[src/logic/abac_defs.vh]
// Purpose: Constants for the burst/accumulate converter sequencer
// Assumes: 25 MHz system clock, 32-bit classic Wishbone register word
// Notes: Offsets are byte addresses of aligned words
`ifndef ABAC_DEFS_VH
`define ABAC_DEFS_VH

// Register offsets
`define ABAC_CTRL_OFS 4'h0
`define ABAC_CFG_OFS 4'h4
`define ABAC_RES_OFS 4'h8
`define ABAC_WIN_OFS 4'hc

// Control register fields
`define ABAC_CTRL_EN 0
`define ABAC_CTRL_BURST 1
`define ABAC_CTRL_LJST 2
`define ABAC_CTRL_START 3
`define ABAC_CTRL_BUSY 4
`define ABAC_CTRL_DONE 5
`define ABAC_CTRL_WIN 6

// Config register reset value
`define ABAC_CFG_RST 8'h04

// Tracking mode encodings
`define ABAC_TM_PRE 2'b10
`define ABAC_TM_POST 2'b01
`define ABAC_TM_DUAL 2'b11

// Timing
`define ABAC_CLK_NS 40
`define ABAC_PWRUP_STEP_NS 1000
`define ABAC_PWRUP_STEP_CYC ((`ABAC_PWRUP_STEP_NS + `ABAC_CLK_NS - 1) / `ABAC_CLK_NS)
`define ABAC_SAR_DIV 2
`define ABAC_SAR_CYC 13
`define ABAC_EDGE_CYC 2
`define ABAC_CONV_CYC (`ABAC_SAR_CYC * `ABAC_SAR_DIV + `ABAC_EDGE_CYC)
`define ABAC_BURST_DIV 1

`endif

[src/logic/abac_ctrl.v]
// Purpose: Burst sequencing, accumulation and result formatting for a 12-bit converter
// Assumes: One clock; burst oscillator modelled as an enable from a divider
// Notes: Registers reached over classic Wishbone, one word per register
`timescale 1ns/1ns
`include "abac_defs.vh"

// Function
// - Burst: wake, run 1/4/8/16 samples, sleep
// - Burst clock independent of system clock; here it is an enable from a divider on clk_sys
// - Burst active only while enable bit set
// - converter_enable selects idle power state
// - Power up and wait delay if down; only burst with converter_enable clear waits, other starts convert at once with pre-tracking, else track first
// - Burst: one start runs whole series
// - Done flag only after full series
// - Window compare only on complete sum
// - Single sample: 12-bit result each conversion
// - left_justify_sel picks alignment 0x0FFF/0xFFF0
// - Unused result bits read zero
// - Series sum written after last conversion
// - repeat_count_sel picks 1, 4, 8, 16
// - Subsystem clock: system or burst source
// - Conversion: 13 SAR plus 2 cycles
// - Tracking: track time plus 2 cycles
// - Tracking encodings 10b, 01b, 11b
module abac_ctrl (
	input wire clk_sys,
	input wire rst,
	input wire wb_cyc_i,
	input wire wb_stb_i,
	input wire wb_we_i,
	input wire [3:0] wb_adr_i,
	input wire [3:0] wb_sel_i,
	input wire [31:0] wb_dat_i,
	output reg [31:0] wb_dat_o,
	output reg wb_ack_o,
	input wire ext_start,
	input wire [11:0] sample_data,
	output reg conv_power,
	output reg conv_track,
	output reg conv_active
);

	localparam ST_IDLE = 2'd0;
	localparam ST_PWRUP = 2'd1;
	localparam ST_TRACK = 2'd2;
	localparam ST_CONV = 2'd3;
	// Cycle counts held as 32-bit constants and cut to the 8-bit counter where used;
	// every count here fits, so the cut never loses a bit
	localparam [31:0] CONV_CYC_W = `ABAC_CONV_CYC;
	localparam [31:0] EDGE_CYC_W = `ABAC_EDGE_CYC;
	localparam [31:0] PWRUP_STEP_W = `ABAC_PWRUP_STEP_CYC;
	localparam [31:0] BURST_LAST_W = `ABAC_BURST_DIV - 1;

	reg converter_enable_reg;
	reg burst_mode_enable_reg;
	reg left_justify_sel_reg;
	reg conversion_done_flag_reg;
	reg window_flag_reg;
	reg [7:0] cfg_reg;
	reg [15:0] result_reg;
	reg [15:0] gt_thresh_reg;
	reg [15:0] lt_thresh_reg;
	reg [1:0] state_reg;
	reg [7:0] cnt_reg;
	reg [3:0] sample_cnt_reg;
	reg [15:0] acc_reg;
	reg [11:0] smp_meta_reg;
	reg [11:0] smp_sync_reg;
	reg [2:0] ext_sync_reg;
	reg [7:0] div_reg;
	reg burst_tick_reg;
	reg sw_start_reg;

	wire [1:0] repeat_count_sel = cfg_reg[1:0];
	wire [1:0] tracking_mode_sel = cfg_reg[3:2];
	wire [1:0] post_start_track_time = cfg_reg[5:4];
	wire [1:0] power_up_delay_sel = cfg_reg[7:6];
	// Bus decode; the registered ack masks a strobe still held after its answer
	wire bus_req = wb_cyc_i & wb_stb_i & ~wb_ack_o;
	wire bus_wr = bus_req & wb_we_i & wb_sel_i[0];
	wire ext_rise = ext_sync_reg[1] & ~ext_sync_reg[2];
	wire start_pulse = sw_start_reg | ext_rise;
	reg [3:0] last_idx;
	reg converter_subsystem_clock_en;
	reg [15:0] sum_next;
	reg [15:0] result_next;
	// Tracking reload: programmed time plus the two edge cycles
	wire [7:0] track_load = {6'h00, post_start_track_time} + EDGE_CYC_W[7:0];
	// Power-up wait in system cycles; the longest setting is four steps
	wire [7:0] pwrup_load = ({6'h00, power_up_delay_sel} + 8'h01) * PWRUP_STEP_W[7:0];

	// Repeat count decode and subsystem clock source
	always @* begin
		case (repeat_count_sel)
		2'b00: last_idx = 4'h0;
		2'b01: last_idx = 4'h3;
		2'b10: last_idx = 4'h7;
		default: last_idx = 4'hf;
		endcase
		converter_subsystem_clock_en = burst_mode_enable_reg ? burst_tick_reg : 1'b1;
		sum_next = acc_reg + {4'h0, smp_sync_reg};
		// Left alignment only means something for a single sample
		if (repeat_count_sel == 2'b00 && left_justify_sel_reg) begin
			result_next = {smp_sync_reg, 4'h0};
		end else begin
			result_next = sum_next;
		end
	end

	// Burst oscillator stand-in: runs whatever the register traffic does
	// With a divider of one the enable is high on every cycle after reset
	always @(posedge clk_sys) begin
		if (rst) begin
			div_reg <= 8'h00;
			burst_tick_reg <= 1'b0;
		end else if (div_reg == BURST_LAST_W[7:0]) begin
			div_reg <= 8'h00;
			burst_tick_reg <= 1'b1;
		end else begin
			div_reg <= div_reg + 8'h01;
			burst_tick_reg <= 1'b0;
		end
	end

	// Pin synchronisers; the first stage feeds only the second
	always @(posedge clk_sys) begin
		if (rst) begin
			smp_meta_reg <= 12'h000;
			smp_sync_reg <= 12'h000;
			ext_sync_reg <= 3'h0;
		end else begin
			smp_meta_reg <= sample_data;
			smp_sync_reg <= smp_meta_reg;
			ext_sync_reg <= {ext_sync_reg[1:0], ext_start};
		end
	end

	// Sequencer: power-up, track, convert, accumulate
	always @(posedge clk_sys) begin
		if (rst) begin
			state_reg <= ST_IDLE;
			cnt_reg <= 8'h00;
			sample_cnt_reg <= 4'h0;
			acc_reg <= 16'h0000;
			result_reg <= 16'h0000;
			conv_power <= 1'b0;
			conv_track <= 1'b0;
			conv_active <= 1'b0;
		end else begin
			case (state_reg)
			ST_IDLE: begin
				// Idle power follows converter_enable in both modes
				conv_power <= converter_enable_reg;
				conv_track <= converter_enable_reg && tracking_mode_sel[1];
				conv_active <= 1'b0;
				// A start that arrives while busy is dropped: only idle listens
				if (start_pulse && (burst_mode_enable_reg || converter_enable_reg)) begin
					conv_active <= 1'b1;
					conv_power <= 1'b1;
					if (sample_cnt_reg == 4'h0) begin
						acc_reg <= 16'h0000;
					end
					if (burst_mode_enable_reg && !converter_enable_reg) begin
						state_reg <= ST_PWRUP;
						cnt_reg <= pwrup_load;
					end else if (tracking_mode_sel == `ABAC_TM_PRE) begin
						state_reg <= ST_CONV;
						conv_track <= 1'b0;
						cnt_reg <= CONV_CYC_W[7:0];
					end else begin
						state_reg <= ST_TRACK;
						conv_track <= 1'b1;
						cnt_reg <= track_load;
					end
				end
			end
			ST_PWRUP: begin
				// Power-up wait counts system cycles, not burst ticks
				if (cnt_reg <= 8'h01) begin
					state_reg <= ST_TRACK;
					conv_track <= 1'b1;
					cnt_reg <= track_load;
				end else begin
					cnt_reg <= cnt_reg - 8'h01;
				end
			end
			ST_TRACK: begin
				// Counts subsystem clocks, so burst timing follows the burst enable
				if (converter_subsystem_clock_en) begin
					if (cnt_reg <= 8'h01) begin
						state_reg <= ST_CONV;
						conv_track <= 1'b0;
						cnt_reg <= CONV_CYC_W[7:0];
					end else begin
						cnt_reg <= cnt_reg - 8'h01;
					end
				end
			end
			ST_CONV: begin
				// The sample is taken on the last conversion cycle, after two sync stages
				if (converter_subsystem_clock_en && cnt_reg <= 8'h01) begin
					acc_reg <= sum_next;
					if (sample_cnt_reg == last_idx) begin
						// Whole series in: publish and return to idle power
						sample_cnt_reg <= 4'h0;
						result_reg <= result_next;
						state_reg <= ST_IDLE;
						conv_active <= 1'b0;
						conv_power <= converter_enable_reg;
						conv_track <= converter_enable_reg && tracking_mode_sel[1];
					end else if (burst_mode_enable_reg) begin
						sample_cnt_reg <= sample_cnt_reg + 4'h1;
						state_reg <= ST_TRACK;
						conv_track <= 1'b1;
						cnt_reg <= track_load;
					end else begin
						// Non-burst waits for the next start per sample
						sample_cnt_reg <= sample_cnt_reg + 4'h1;
						state_reg <= ST_IDLE;
						conv_active <= 1'b0;
					end
				end else if (converter_subsystem_clock_en) begin
					cnt_reg <= cnt_reg - 8'h01;
				end
			end
			default: state_reg <= ST_IDLE;
			endcase
		end
	end

	// Series completion strobe, same cycle the result register loads
	wire series_done = (state_reg == ST_CONV) && converter_subsystem_clock_en && (cnt_reg <= 8'h01)
		&& (sample_cnt_reg == last_idx);
	// Window test looks at the finished sum, never a partial one
	// Thresholds compare in the same alignment as the published result
	wire window_hit = (result_next > gt_thresh_reg) && (result_next < lt_thresh_reg);

	// Register writes; hardware set beats a software clear in the same cycle
	always @(posedge clk_sys) begin
		if (rst) begin
			converter_enable_reg <= 1'b0;
			burst_mode_enable_reg <= 1'b0;
			left_justify_sel_reg <= 1'b0;
			conversion_done_flag_reg <= 1'b0;
			window_flag_reg <= 1'b0;
			sw_start_reg <= 1'b0;
			cfg_reg <= `ABAC_CFG_RST;
			gt_thresh_reg <= 16'h0000;
			lt_thresh_reg <= 16'hffff;
		end else begin
			sw_start_reg <= bus_wr && (wb_adr_i == `ABAC_CTRL_OFS) && wb_dat_i[`ABAC_CTRL_START];
			if (bus_wr && wb_adr_i == `ABAC_CTRL_OFS) begin
				converter_enable_reg <= wb_dat_i[`ABAC_CTRL_EN];
				burst_mode_enable_reg <= wb_dat_i[`ABAC_CTRL_BURST];
				left_justify_sel_reg <= wb_dat_i[`ABAC_CTRL_LJST];
				if (wb_dat_i[`ABAC_CTRL_DONE]) begin
					conversion_done_flag_reg <= 1'b0;
				end
				if (wb_dat_i[`ABAC_CTRL_WIN]) begin
					window_flag_reg <= 1'b0;
				end
			end
			if (bus_wr && wb_adr_i == `ABAC_CFG_OFS) begin
				cfg_reg <= wb_dat_i[7:0];
			end
			if (bus_wr && wb_adr_i == `ABAC_WIN_OFS) begin
				gt_thresh_reg <= wb_dat_i[15:0];
				lt_thresh_reg <= wb_dat_i[31:16];
			end
			if (series_done) begin
				conversion_done_flag_reg <= 1'b1;
				if (window_hit) begin
					window_flag_reg <= 1'b1;
				end
			end
		end
	end

	// Wishbone answer: one wait state, unmapped reads return zero
	always @(posedge clk_sys) begin
		if (rst) begin
			wb_ack_o <= 1'b0;
			wb_dat_o <= 32'h00000000;
		end else begin
			wb_ack_o <= bus_req;
			wb_dat_o <= 32'h00000000;
			if (bus_req) begin
				case (wb_adr_i)
				`ABAC_CTRL_OFS: wb_dat_o <= {25'h0000000, window_flag_reg,
					conversion_done_flag_reg, conv_active, 1'b0, left_justify_sel_reg,
					burst_mode_enable_reg, converter_enable_reg};
				`ABAC_CFG_OFS: wb_dat_o <= {24'h000000, cfg_reg};
				`ABAC_RES_OFS: wb_dat_o <= {16'h0000, result_reg};
				`ABAC_WIN_OFS: wb_dat_o <= {lt_thresh_reg, gt_thresh_reg};
				default: wb_dat_o <= 32'h00000000;
				endcase
			end
		end
	end

endmodule // abac_ctrl

[config.mk]
export PLATFORM = sky130hd
export DESIGN_NAME = abac_ctrl
export DESIGN_NICKNAME = d
export VERILOG_FILES = /design/src/logic/abac_ctrl.v
export VERILOG_INCLUDE_DIRS = /design/src /design/src/logic
export SDC_FILE = /design/constraint.sdc
export NUM_CORES = 1
export LEC_CHECK = 0
export BUFFER_PORTS_ARGS = -buffer_cell sky130_fd_sc_hd__buf_2
export CORE_ASPECT_RATIO = 0.8
export CORE_UTILIZATION = 47
export CTS_BUF_LIST = sky130_fd_sc_hd__clkbuf_8
export DETAILED_ROUTE_END_ITERATION = 10
export GPL_ROUTABILITY_DRIVEN = 0
export GPL_TIMING_DRIVEN = 0
export PLACE_DENSITY = 0.7
export SKIP_CTS_REPAIR_TIMING = 1
export SLEW_MARGIN = 30
export SYNTH_ARGS = -nofsm -noshare
export SYNTH_HDL_FRONTEND = slang
export SYNTH_SLANG_ARGS = --single-unit
[constraint.sdc]
create_clock -name clk_sys -period 4.5 [get_ports clk_sys]
set_clock_uncertainty 0.1 [all_clocks]
set_input_delay 0.9 -clock clk_sys [delete_from_list [all_inputs] [get_ports clk_sys]]
set_output_delay 0.9 -clock clk_sys [all_outputs]
set_load 0.01 [all_outputs]
==> key figures <==
Status
  • Outcome: complete, no violations

Detailed routing
  • DR WL met2: 8980 microns
  • Met3 WL post-DR: 2190 microns
  • Routed wire length: 22,200 microns
  • DR iter-0 viols: 706
  • Pre-antenna DRT Iters: 5
  • Via density: 5.65
  • Residual DRC: 0
  • Metal-1 WL: 10,700 microns
  • Antenna Nets Post-Route: 0
  • Max Used Layer: met4
  • Per-cell routed wire length: 16.9 microns
  • Vias post-DR: 7,433

Synthesis
  • Seq cells post-synth: 164
  • Ys flop type: dfxtp_1
  • Yosys cell types: 71
  • Cell Area, Synth: 8310 sq um
  • Syn Inst Count: 970
  • Syn avg cell area: 8.57 sq um
  • Seq/Total Area, Yosys: 0.395
  • Post-synth ARST share: 0
  • Syn Nets: 1,087
  • Syn. warnings: 0
  • Post-synth EDFFs: 0

Critical path
  • Critical path origin: smp_sync_reg[8]$_SDFF_PP0_
  • CP Launch Type: flip-flop
  • Setup CP Type: flip-flop to flip-flop
  • Critical Path Max Stage Delay: 0.57 ns
  • R2r worst-path depth: 15
  • RR Startpoint: smp_sync_reg[8]$_SDFF_PP0_
  • Critical-path top delay cell: a211oi_1
  • CP Data Required Time: 4.79 ns
  • CP cell instances: ha_1 -> clkbuf_1 -> and3_1 -> a221o_1 -> a211oi_1 -> a211oi_1 -> xnor2_1 -> a21oi_1 -> ha_1 -> nand4_1 -> nor2_1 -> o211ai_1 -> a21oi_1 -> nor3_1 -> o31ai_2
  • CP Capture Type: flip-flop
  • CP max FO: 9
  • Crit path DAT: 4.24 ns

Power
  • Pleak: 4.11 nW
  • PD cells: 326 nW/um^2
  • Peak supply drop: 0.000166 V

Final layout
  • Nets@finish: 1,195
  • Max reg flops: 32
  • Register area: 3280 sq um
  • Area growth from synthesis to layout: 13.4%
  • Number of fill cells in the layout: 1,669
  • Non-Filler Instances: 1,316
  • Multi-input logic area: 4620 sq um
  • Reg with most FFs: wb_dat_o
  • N_diodes: 0
  • Fraction of layout cells with a size suffix above 1: 0.139

Hold path
  • Hold Crit Start: smp_meta_reg[4]$_SDFF_PP0_
  • Hold WC Path Type: flip-flop to flip-flop
  • Hold path cells: 1

Floorplanning
  • Die W: 151 microns
  • Die Span Y: 121 microns
  • Ports: 94
  • Die ar.: 18,200 sq um
  • FP Rows: 43
  • Initial core utilization: 0.480
  • Placeable Area: 17,300 sq um

Clock tree
  • Clk Latency, worst-skew pair: 0.47 ns
  • Clk pin slew, worst setup/hold paths: 0.09 ns
  • Clock tree buffer depth: 2
  • Num CTS Buffers: 17
  • Root buffer cell: clkbuf_8
  • H-tree depth: 4
  • Clock tree sinks: 164
  • CTS tree: done

GRT
  • Antenna violations before repair: 0
  • Number of global-route vias before repair: 6,795
  • GRT Residual Overflow: 0
  • Largest net degree at the start of global routing: 17
  • Global-route wire length before repair: 35,600 microns
  • Overall Global Routing Usage: 0.256

STA
  • Post-layout min period: 3.95 ns
  • Least-Margin Pin Slew: 0.930 ns
  • Max-slew headroom: 0.378
  • Final Max Slew Viols: 0
  • Setup TNS: 0 ns
  • RSZ-0062 raised after global routing: no
  • Fin crit share: 0.878
  • Setup Viol. Count Final: 0
  • Final Hold Fails: 0
  • Fmax: 0.253 GHz

Placed design
  • Port buffer count: 89
  • Post-DP HPWL: 16,900 microns
  • Post-placement cell count: 1,284

Job
  • Max Cap Viol: 0
==> area by class of cell <==
cell class	count	area share
clock inverters	15	0.0159
flip-flops and latches	164	0.348
plain buffers	53	0.0227
repair buffers	89	0.0473
inverters	51	0.0203
well taps	225	0.0299
clock buffers	17	0.0248
multi-input cells	702	0.491
==> stage by stage <==
stage	total power, mW	setup slack, ns	util	area, sq um	hold slack, ns
floorplan	1.88	1.28	-	8310	0.314
global placement	2.03	0.734	0.522	9040	0.319
detailed placement	2.03	0.651	0.522	9040	0.321
CTS	3.07	0.601	0.544	9420	0.343
global route	3.19	0.316	0.544	9420	0.361
finish	3.07	0.550	0.544	9420	0.339
==> critical path: cells and delay by family, from the launching register on <==
family,cells,cell delay [ns]
and+or+nand+nor,4,0.76
adders and majority gates,2,0.65
AOI/OAI and AO/OA,7,1.49
buffers and inverters,1,0.30
DFF,1,0.37
xor gates and xnor gates,1,0.19
==> cell usage after synthesis, types with 3 or more instances <==
library cell / n / area share
buf_2: 3 / 0.0018
a32oi_1: 3 / 0.0032
nor3_1: 42 / 0.025
nor4_1: 7 / 0.0053
a41oi_1: 3 / 0.0032
o211a_1: 3 / 0.0036
a22oi_1: 7 / 0.0063
and2_1: 6 / 0.0045
and3_1: 15 / 0.011
o21ai_0: 20 / 0.012
mux4_2: 6 / 0.016
nand2b_1: 4 / 0.0030
ha_1: 58 / 0.087
xor2_1: 12 / 0.013
o31ai_1: 3 / 0.0027
xnor2_1: 8 / 0.0084
a211oi_1: 8 / 0.0072
inv_1: 51 / 0.023
or4_1: 8 / 0.0072
o21a_1: 6 / 0.0054
buf_1: 4 / 0.0018
mux2_2: 5 / 0.0068
clkbuf_1: 44 / 0.020
nor4b_1: 4 / 0.0042
a311oi_2: 3 / 0.0054
nand4_1: 17 / 0.013
mux2i_1: 22 / 0.026
nand2_1: 111 / 0.050
nor2_1: 87 / 0.039
a31oi_1: 6 / 0.0045
nor2b_1: 34 / 0.026
o211ai_1: 21 / 0.019
dfxtp_1: 164 / 0.39
a311oi_1: 3 / 0.0032
nand3_1: 26 / 0.016
nand3b_1: 3 / 0.0027
or3_1: 12 / 0.0090
nor3b_1: 4 / 0.0036
a21o_1: 11 / 0.0099
a311o_1: 4 / 0.0048
a21oi_1: 73 / 0.044
==> worst paths after layout <==
path | to | slack, ns
max reg2reg | window_flag_reg$_SDFF_PP0_ | 0.55
min reg2reg | smp_sync_reg[4]$_SDFF_PP0_ | 0.34
min | smp_sync_reg[4]$_SDFF_PP0_ | 0.34
max | window_flag_reg$_SDFF_PP0_ | 0.55
==> cells in the final DEF, fill, tap and decap left out, types with 12 or more instances in the layout <==
| master | n |
|---|---|
| nor2b_1 | 34 |
| nand4_1 | 17 |
| nor3_1 | 42 |
| and3_1 | 15 |
| nand2_1 | 111 |
| nor2_1 | 87 |
| xor2_1 | 12 |
| buf_2 | 92 |
| or3_1 | 12 |
| inv_1 | 52 |
| dfxtp_1 | 164 |
| clkbuf_1 | 44 |
| mux2i_1 | 22 |
| ha_1 | 58 |
| o21ai_0 | 20 |
| a21oi_1 | 73 |
| nand3_1 | 26 |
| clkbuf_8 | 17 |
| o211ai_1 | 21 |
==> layer usage <==
layer | global-route usage | up-vias
met5 | 0 | -
met4 | 0.0800 | 0
met3 | 0.0602 | 30
met2 | 0.369 | 309
met1 | 0.373 | 3430
li1 | - | 3664
==> where the power goes <==
part	internal, mW	leakage (nW)	switching (mW)
logic	0.172	2.58	0.339
registers	1.48	1.33	0.0244
clock network	0.453	0.195	0.603
total	2.10	4.11	0.966
==> cells by family (layout without fill, tap and decap cells) <==
kind of cell | after synthesis | count (layout) | synth area share
simple gates | 387 | 387 | 0.229
compound gates | 203 | 203 | 0.167
flops | 164 | 164 | 0.395
buf+inv | 104 | 225 | 0.0488
fa+ha+maj | 59 | 59 | 0.0897
mux | 33 | 33 | 0.0495
xor+xnor | 20 | 20 | 0.0211
Note: power is estimated with default switching activity, not from simulation.
